<file path="src/design/sss_pkg.sv">
// shared constants and types for the supply supervisor sequencer
package sss_pkg;

  // ----------------------------------------------------------------
  // clock and printed times, each in its own unit
  // ----------------------------------------------------------------
  localparam longint unsigned SSS_CLK_MHZ     = 64'd200;
  localparam longint unsigned SSS_TEST_WIN_MS = 64'd1235;
  localparam longint unsigned SSS_DAY_HOURS   = 64'd24;
  localparam longint unsigned SSS_HOLD_MS     = 64'd145;
  localparam longint unsigned SSS_WDOG_MS     = 64'd1235;
  localparam longint unsigned SSS_ARM_US      = 64'd3;

  // ----------------------------------------------------------------
  // derived cycle counts (all exact at this rate)
  // ----------------------------------------------------------------
  localparam longint unsigned SSS_TEST_CYC_DEF =
    SSS_TEST_WIN_MS * SSS_CLK_MHZ * 64'd1000;
  localparam longint unsigned SSS_DAY_CYC_DEF =
    SSS_DAY_HOURS * 64'd3600 * 64'd1000000 * SSS_CLK_MHZ;
  localparam longint unsigned SSS_HOLD_CYC_DEF =
    SSS_HOLD_MS * SSS_CLK_MHZ * 64'd1000;
  localparam longint unsigned SSS_WDOG_CYC_DEF =
    SSS_WDOG_MS * SSS_CLK_MHZ * 64'd1000;
  localparam logic [15:0]     SSS_ARM_CYC =
    16'(SSS_ARM_US * SSS_CLK_MHZ);

  // ----------------------------------------------------------------
  // reset values of control state
  // ----------------------------------------------------------------
  localparam logic SSS_RESET_ACT_RST = 1'b1;
  localparam logic SSS_CELL_GOOD_RST = 1'b0;
  localparam logic SSS_SEAL_RST      = 1'b0;
  localparam logic SSS_WARN_N_RST    = 1'b1;
  localparam logic SSS_MAIN_LOW_RST  = 1'b1;

  // ----------------------------------------------------------------
  // sequencer states
  // ----------------------------------------------------------------
  typedef enum logic [0:0] {
    SSS_TEST_IDLE = 1'b0,
    SSS_TEST_RUN  = 1'b1
  } sss_test_t;

  typedef enum logic [1:0] {
    SSS_ARM_IDLE = 2'b00,
    SSS_ARM_HOLD = 2'b01,
    SSS_ARM_OUT  = 2'b10
  } sss_arm_t;

endpackage : sss_pkg

</file>
<file path="src/design/sss_supply_supervisor_sequencer.sv">
// sequencing logic of the supply supervisor: reset, cell test, seal

// ------------------------------------------------------------------
// ------------------------------------------------------------------
module sss_supply_supervisor_sequencer
  import sss_pkg::*;
#(
  parameter logic        RESET_ACTIVE_HIGH = 1'b0,
  parameter logic        HAS_WDOG_PULSE    = 1'b1,
  parameter logic        HAS_LOAD_PULSE    = 1'b1,
  parameter logic [31:0] TEST_CYC          = 32'(SSS_TEST_CYC_DEF),
  parameter logic [47:0] DAY_CYC           = 48'(SSS_DAY_CYC_DEF),
  parameter logic [31:0] HOLD_CYC          = 32'(SSS_HOLD_CYC_DEF),
  parameter logic [31:0] WDOG_CYC          = 32'(SSS_WDOG_CYC_DEF)
) (
  input  wire logic mclk_i,
  input  wire logic srst_i,
  input  wire logic main_low_i,
  input  wire logic main_below_cell_i,
  input  wire logic cell_above_i,
  input  wire logic manual_reset_n_i,
  input  wire logic mr_above_arm_i,
  input  wire logic out_low_i,
  input  wire logic fail_sense_low_i,
  input  wire logic activity_in_i,
  output logic      reset_o,
  output logic      load_switch_o,
  output logic      load_test_pulse_o,
  output logic      cell_good_flag_o,
  output logic      on_backup_flag_o,
  output logic      cell_feed_o,
  output logic      seal_set_o,
  output logic      fail_warn_n_o
);

  // ----------------------------------------------------------------
  // state
  // ----------------------------------------------------------------
  typedef struct packed {
    logic        main_low;
    logic        main_low_d;
    logic        below_cell;
    logic        cell_ok;
    logic        mr_n;
    logic        mr_high;
    logic        out_low;
    logic        act;
    logic        act_prev;
    sss_test_t   test;
    logic [31:0] test_cnt;
    logic [47:0] day_cnt;
    logic        cell_good;
    logic        seal;
    sss_arm_t    arm;
    logic [15:0] arm_cnt;
    logic        rst_act;
    logic [31:0] hold_cnt;
    logic [31:0] wd_cnt;
    logic        wd_fire;
    logic        on_backup;
    logic        feed;
    logic        warn_n;
  } sss_state_t;

  sss_state_t st_reg;
  sss_state_t st_next;

  logic backup;
  logic pwr_up;
  logic cause;
  logic act_edge;

  // ----------------------------------------------------------------
  // next state
  // ----------------------------------------------------------------
  always_comb begin
    st_next = st_reg;
    // comparator flags enter through one register stage
    st_next.main_low   = main_low_i;
    st_next.main_low_d = st_reg.main_low;
    st_next.below_cell = main_below_cell_i;
    st_next.cell_ok    = cell_above_i;
    st_next.mr_n       = manual_reset_n_i;
    st_next.mr_high    = mr_above_arm_i;
    st_next.out_low    = out_low_i;
    st_next.act        = activity_in_i;
    st_next.act_prev   = st_reg.act;

    // both conditions needed; a live supply never switches over
    backup   = st_reg.main_low & st_reg.below_cell;
    pwr_up   = st_reg.main_low_d & ~st_reg.main_low;
    act_edge = st_reg.act ^ st_reg.act_prev;
    cause    = st_reg.main_low | ~st_reg.mr_n
             | st_reg.wd_fire;

    st_next.on_backup = backup;
    st_next.feed      = st_reg.seal & backup;
    // not touched by the reset output logic or backup; srst loads it to 1
    st_next.warn_n    = ~fail_sense_low_i;

    // --------------------------------------------------------------
    // cell test schedule
    // --------------------------------------------------------------
    if (backup) begin
      st_next.test      = SSS_TEST_IDLE;
      st_next.test_cnt  = 32'h0;
      st_next.cell_good = 1'b0;
    end else if (pwr_up) begin
      st_next.test     = SSS_TEST_RUN;
      st_next.test_cnt = 32'h0;
      st_next.day_cnt  = 48'h0;
    end else begin
      case (st_reg.test)
        SSS_TEST_RUN: begin
          if (st_reg.test_cnt == TEST_CYC - 32'h1) begin
            st_next.test      = SSS_TEST_IDLE;
            st_next.test_cnt  = 32'h0;
            // the flag is taken on the last loaded cycle, so the cell
            // has settled under load for the whole window
            st_next.cell_good = st_reg.cell_ok;
          end else begin
            st_next.test_cnt = st_reg.test_cnt + 32'h1;
          end
        end
        SSS_TEST_IDLE: begin
          st_next.test_cnt = 32'h0;
        end
        default: begin
          st_next.test     = SSS_TEST_IDLE;
          st_next.test_cnt = 32'h0;
        end
      endcase
      if (!st_reg.main_low) begin
        if (st_reg.day_cnt == DAY_CYC - 48'h1) begin
          st_next.day_cnt  = 48'h0;
          st_next.test     = SSS_TEST_RUN;
          st_next.test_cnt = 32'h0;
        end else begin
          st_next.day_cnt = st_reg.day_cnt + 48'h1;
        end
      end
    end

    // --------------------------------------------------------------
    // freshness seal and its re-arm sequence
    // --------------------------------------------------------------
    if (pwr_up) begin
      st_next.seal = 1'b1;
      st_next.arm  = SSS_ARM_IDLE;
    end else begin
      case (st_reg.arm)
        SSS_ARM_IDLE: begin
          st_next.arm_cnt = 16'h0;
          if (st_reg.seal && backup && st_reg.mr_high) begin
            st_next.arm = SSS_ARM_HOLD;
          end
        end
        SSS_ARM_HOLD: begin
          if (!st_reg.mr_high || !backup) begin
            st_next.arm = SSS_ARM_IDLE;
          end else if (st_reg.arm_cnt == SSS_ARM_CYC - 16'h1) begin
            st_next.arm = SSS_ARM_OUT;
          end else begin
            st_next.arm_cnt = st_reg.arm_cnt + 16'h1;
          end
        end
        SSS_ARM_OUT: begin
          if (!st_reg.main_low) begin
            st_next.arm = SSS_ARM_IDLE;
          end else if (st_reg.out_low) begin
            st_next.seal = 1'b0;
            st_next.arm  = SSS_ARM_IDLE;
          end
        end
        default: begin
          st_next.arm = SSS_ARM_IDLE;
        end
      endcase
    end

    // --------------------------------------------------------------
    // reset output with hold time
    // --------------------------------------------------------------
    if (cause) begin
      st_next.rst_act  = 1'b1;
      st_next.hold_cnt = 32'h0;
    end else if (st_reg.rst_act) begin
      if (st_reg.hold_cnt == HOLD_CYC - 32'h1) begin
        st_next.rst_act = 1'b0;
      end else begin
        st_next.hold_cnt = st_reg.hold_cnt + 32'h1;
      end
    end

    // --------------------------------------------------------------
    // watchdog; a timeout only starts a fresh hold, it never latches
    // --------------------------------------------------------------
    st_next.wd_fire = 1'b0;
    if (!HAS_WDOG_PULSE || backup || st_reg.rst_act || act_edge) begin
      st_next.wd_cnt = 32'h0;
    end else if (st_reg.wd_cnt == WDOG_CYC - 32'h1) begin
      st_next.wd_cnt  = 32'h0;
      st_next.wd_fire = 1'b1;
    end else begin
      st_next.wd_cnt = st_reg.wd_cnt + 32'h1;
    end
  end

  always_ff @(posedge mclk_i) begin
    if (srst_i) begin
      st_reg            <= '0;
      st_reg.main_low   <= SSS_MAIN_LOW_RST;
      st_reg.main_low_d <= SSS_MAIN_LOW_RST;
      st_reg.mr_n       <= 1'b1;
      st_reg.test       <= SSS_TEST_IDLE;
      st_reg.arm        <= SSS_ARM_IDLE;
      st_reg.cell_good  <= SSS_CELL_GOOD_RST;
      st_reg.seal       <= SSS_SEAL_RST;
      st_reg.rst_act    <= SSS_RESET_ACT_RST;
      st_reg.warn_n     <= SSS_WARN_N_RST;
    end else begin
      st_reg <= st_next;
    end
  end

  // ----------------------------------------------------------------
  // outputs
  // ----------------------------------------------------------------
  assign reset_o = RESET_ACTIVE_HIGH ? st_reg.rst_act
                                     : ~st_reg.rst_act;
  assign load_switch_o     = (st_reg.test == SSS_TEST_RUN);
  assign load_test_pulse_o = HAS_LOAD_PULSE
                           & (st_reg.test == SSS_TEST_RUN);
  assign cell_good_flag_o  = st_reg.cell_good;
  assign on_backup_flag_o  = st_reg.on_backup;
  assign cell_feed_o       = st_reg.feed;
  assign seal_set_o        = st_reg.seal;
  assign fail_warn_n_o     = st_reg.warn_n;
endmodule : sss_supply_supervisor_sequencer

</file>
<file path="config.mk">
export PLATFORM = sky130hd
export DESIGN_NAME = sss_supply_supervisor_sequencer
export DESIGN_NICKNAME = d
export VERILOG_FILES = /design/src/design/sss_pkg.sv /design/src/design/sss_supply_supervisor_sequencer.sv
export SDC_FILE = /design/constraint.sdc
export NUM_CORES = 1
export LEC_CHECK = 0
export BUFFER_PORTS_ARGS = -buffer_cell sky130_fd_sc_hd__clkbuf_2
export CORE_MARGIN = 4
export CORE_UTILIZATION = 50
export CTS_CLUSTER_SIZE = 28
export DETAILED_ROUTE_END_ITERATION = 8
export GPL_TIMING_DRIVEN = 0
export PLACE_DENSITY = 0.68
export SLEW_MARGIN = 20
export SYNTH_ARGS = -nofsm -noshare
export SYNTH_HDL_FRONTEND = slang
export SYNTH_SLANG_ARGS = --single-unit
</file>
<file path="constraint.sdc">
create_clock -name mclk_i -period 2.1 [get_ports mclk_i]
set_input_delay 0.21 -clock mclk_i [delete_from_list [all_inputs] [get_ports mclk_i]]
set_output_delay 0.21 -clock mclk_i [all_outputs]
set_load 0.01 [all_outputs]
</file>
### Yosys cells after proc, flatten, opt, wreduce, memory -nomap -nowiden

Cells that the tools add are included.

| word-level totals | value |
|---|---|
| register bits after elaboration | 179 |
| input port bits | 10 |

| operators by class | value |
|---|---|
| multiplexer cells | 24 |
| add/subtract/negate cells | 5 |
| bitwise logic cells | 14 |
| reduce and logical (&&, ||, !) cells | 24 |
| equality and inequality tests | 13 |

Operator list:

| kind | count |
|---|---|
| two-way mux 81 bit | 2 |
| adder 32 x 1 -> 32 bit (second input constant) | 3 |
| two-way mux 33 bit | 2 |
| equality test 32 x 28 -> 1 bit (second input constant) | 2 |
| two-way mux 32 bit | 2 |
| case mux 32 bit (2 select lines) | 1 |
| adder 48 x 1 -> 48 bit (second input constant) | 1 |
| equality test 48 x 44 -> 1 bit (second input constant) | 1 |
| two-way mux 48 bit | 1 |
| equality test 32 x 25 -> 1 bit (second input constant) | 1 |
| two-way mux 16 bit | 2 |
| case mux 16 bit (2 select lines) | 1 |
| adder 16 x 1 -> 16 bit (second input constant) | 1 |
| equality test 16 x 10 -> 1 bit (second input constant) | 1 |
| AND reduction 3 bit | 3 |
| two-way mux 2 bit | 4 |
| inverter 1 bit | 8 |
| nonzero test 2 bit | 4 |
| OR reduction 2 bit | 4 |
| two-way mux 1 bit | 6 |
| two-way mux 3 bit | 2 |
| inequality test 2 bit (second input constant) | 3 |
| inequality test 3 bit (second input constant) | 2 |
| case mux 2 bit (3 select lines) | 1 |
| other kinds (13) | 22 |

### Depth between registers and ports, before layout

| logic depth | value |
|---|---|
| word-level depth | 6 |
| depth in mapped cells | 8 |
| depth with buffers taken out | 6 |

### Worst setup path after synthesis

OpenSTA, ideal clock, no wires.

| timing path | value |
|---|---|
| kind | flip-flop to flip-flop |
| from | register st_reg[42] (netlist name) |
| to | register st_reg[36] (netlist name) |
| setup time | 0.128 ns |
| required time | 1.972 ns |
| path slack | 0.035 ns |
| clock period less this slack | 2.065 ns |
| cell stages (with the launch flop) | 7 |
| data arrival time | 1.937 ns |
| cells stage by stage | dfxtp_1 or4_1 or4_4 o31ai_4 buf_4 xor2_1 nor2_1 |

| between the ends | value |
|---|---|
| word-level cells in the longest chain between the ends | 3 |

Ends and longest elaborated chain:

| item | RTL line | RTL |
|---|---|---|
| start: declaration | sss_supply_supervisor_sequencer.sv:65 | `sss_state_t st_reg;` |
| start signal: assignment | sss_supply_supervisor_sequencer.sv:222 | `st_reg <= st_next;` |
| equality test 32 x 25 -> 1 bit | sss_supply_supervisor_sequencer.sv:188 | `if (st_reg.hold_cnt == HOLD_CYC - 32'h1) begin` |
| inverter 1 bit (no line) | -- |  |
| AND reduction 2 bit (no line) | -- |  |

No other way between the ends.
A chain may end at the register's enable or synchronous reset.

### Worst setup path after layout

| timing path | value |
|---|---|
| from | register st_reg[43] (netlist name) |
| to | register st_reg[36] (netlist name) |

Same word-level chain as after synthesis.

==> results.sh <==
export IMPL_status="complete, but fails checks"
export IMPL_violations="setup timing"
export IMPL_mappedNetlistArea_mm2=0.00822
export IMPL_p_int_mw=5.35
export IMPL_clock_sinks=179
export IMPL_crit_path_cell_trace="or4_4, or4_4, o31ai_4, buf_6, xor2_1, nor2_1"
export IMPL_drt_wl_total_mm=18.7
export IMPL_hold_class="input port to flop"
export IMPL_synth_fp_nets=977
export IMPL_yosysMostFrequentCell="dfxtp_1"
export IMPL_wire_per_inst_um=14.7
export IMPL_p_per_area_mw_per_mm2=668
export IMPL_post_route_period_util_pct=104
export IMPL_ant_nets=0
export IMPL_die_h_um=136
export IMPL_async_reset_ff_share_pct=0
export IMPL_cts_tree="built"
export IMPL_cts_htree_levels=4
export IMPL_synth_edff_count=0
export IMPL_synth_warnings=0
export IMPL_whs_ps=22.9
export IMPL_synth_top_cell_area_share_pct=43.6
export IMPL_critical_path_max_fanout=5
export IMPL_min_from="mr_above_arm_i"
export IMPL_yosysSeqAreaShare_pct=43.6
export IMPL_power_mw=6.82
export IMPL_r2r_start="st_reg[43]"
export IMPL_path_clk_slew_ps=70
export IMPL_startpoint="st_reg[43]"
export IMPL_grt_pass1_wl_mm=30.1
export IMPL_netSwitchingPower_mw=1.47
export IMPL_critPathArrivalTime_ps=2470
export IMPL_reg2reg_depth=6
export IMPL_syn_to_final_growth_pct=24.1
export IMPL_fmax_ghz=0.459
export IMPL_start_util_pct=51.4
export IMPL_largest_register_ffs=171
export IMPL_gp_congestion=0.881
export IMPL_drv_cap=0
export IMPL_io_buffers=17
export IMPL_p_leak_nw=3.43
export IMPL_antenna_found_initial=0
export IMPL_clockPowerShare_pct=47.1
export IMPL_seq_power_share_pct=50.0
export IMPL_synth_commonest_cells="dfxtp_1, nor2_1, nand2_1"
export IMPL_cts_buffers=17
export IMPL_fin_ws_ps=-76.7
export IMPL_cp_common_cell="or4_4"
export IMPL_switching_share_pct=21.6
export IMPL_holdPathStages=2
export IMPL_drt_pass1_iterations=4
export IMPL_finalInstanceArea_mm2=0.0102
export IMPL_crit_required_ps=2400
export IMPL_setup_worst_path_end_class="flop"
export IMPL_insertion_delay_ps=430
export IMPL_synth_xor_area_share_pct=11.8
export IMPL_worst_pin_slew_ps=882
export IMPL_cts_root_buf="clkbuf_16"
export IMPL_layout_nets=1064
export IMPL_die_area_mm2=0.0186
export IMPL_yosys_area_share_simple_pct=34.0
export IMPL_drv_slew=0
export IMPL_grt_start_max_net_pins=17
export IMPL_fp_coreArea_mm2=0.0160
export IMPL_rsz0062_at_grt="yes"
export IMPL_synthCells=962
export IMPL_io_pins=18
export IMPL_grt_use_total_pct=19.8
export IMPL_fin_worst_skew_ps=11.5
export IMPL_synth_top_family_by_area="simple AND/OR/NAND/NOR gates"
export IMPL_yosys_cell_types_count=55
export IMPL_via_per_inst=5.55
export IMPL_ctsLongestPathBuffers=2
export IMPL_fp_row_count=46
export IMPL_rr_endpoint="st_reg[36]"
export IMPL_drive_gt1_share_pct=23.4
export IMPL_die_w_um=136
export IMPL_r2r_slack_ps=-80
export IMPL_dp_final_hpwl_mm=11.6
export IMPL_synth_compound_area_share_pct=6.39
export IMPL_finalCriticalPeriod_ps=2180
export IMPL_max_vdd_ir_drop_v=0.000582
export IMPL_setup_viol=12
export IMPL_synth_adder_area_share_pct=0.761
export IMPL_max_slew_margin_rel_pct=40.7
export IMPL_ys_flop_type="dfxtp_1"
export IMPL_grt_pass1_vias=6302
export IMPL_grt_overflow=0
export IMPL_p_comb_share_pct=2.9
export IMPL_path_class="flop to flop"
export IMPL_min_to="st_reg[173]"
export IMPL_yosys_register_bits=179
export IMPL_yosys_top_cells_area="dfxtp_1, xor2_1, nor2_1"
export IMPL_post_route_drc_count=0
export IMPL_crit_slowest_cell="or4_4"
export IMPL_n_antenna_cell=0
export IMPL_drt_iter0_drc=473
export IMPL_hold_violations=0
export IMPL_vias=7095
export IMPL_cp_start_kind="flop"
export IMPL_synth_mux_area_share_pct=0.518
export IMPL_syn_area_per_cell_um2=8.54
export IMPL_synth_top_area_cell="dfxtp_1"
export IMPL_utilization_pct=63.8
export IMPL_placed_area_mm2=0.00857
export IMPL_crit_path_max_incr_delay_ps=550
[power by group through the flow]
stage               Clock, mW  Sequential [mW]  Combinational, mW
finish                   3.21             3.41              0.198
floorplan                   0             3.50             0.0699
CTS                      3.26             3.42              0.127
global placement            0             3.50              0.117
global route             3.41             3.41              0.214
detailed placement          0             3.50              0.118
[layer usage]
layer	GRT usage, %	routed length (um)
met3	3.89	707
met1	27.2	8900
met5	0	0
met2	31.0	8870
met4	7.05	263
[critical path: cells and delay by family (launching register included)]
family,cells,cell delay (ps)
buf+inv,1,170
flops,1,360
xor+xnor,1,150
simple gates,3,1110
compound gates,1,260
[layout by cell type, fill, tap and decap left out, drive strengths merged, types with 40 or more instances in the layout]
cell type / n
dfxtp: 179
nor2: 138
nand2: 74
buf: 66
xor2: 64
nand3: 61
clkbuf: 57
nand4: 52
xnor2: 47
a21oi: 40
[through the flow]
step	TNS, ps	std cells	setup WS [ps]
global route	-3870	1278	-153
finish	-345	1278	-76.7
CTS	-319	1243	-72.3
floorplan	0	962	35.4
detailed placement	-50960	1195	-653
global placement	-53820	1195	-679
[how the worst max path moves through the flow]
stage	end	slack [ps]	cells past startpoint
global route	st_reg[36]	-150	6
finish	st_reg[36]	-80	6
CTS	st_reg[36]	-70	6
floorplan	st_reg[36]	40	6
detailed placement	st_reg[122]	-650	8
global placement	st_reg[95]	-680	8
[layout make-up]
cell class              count  area (um^2)
inverters                  17         63.8
clock buffers              21          470
well taps                 216          270
flip-flops and latches    179         3650
clock inverters            11          126
multi-input cells         728         4730
fillers                  1373         5800
repair buffers             74          621
plain buffers              32          272
[logic make-up after synthesis]
logic type      Yosys count
simple gates            518
flops                   179
xor+xnor                111
compound gates           90
buf+inv                  55
fa+ha+maj                 5
mux                       4
[what timing repair did]
action	4_1_cts	5_1_grt
resized for setup	61	130
setup endpoints to repair	139	143
pin swaps	15	35
cloned	1	8
buffers inserted	15	29
hold buffers	4	0
endpoints found under the hold margin	4	0
Note: power is estimated with default switching activity, not from simulation.
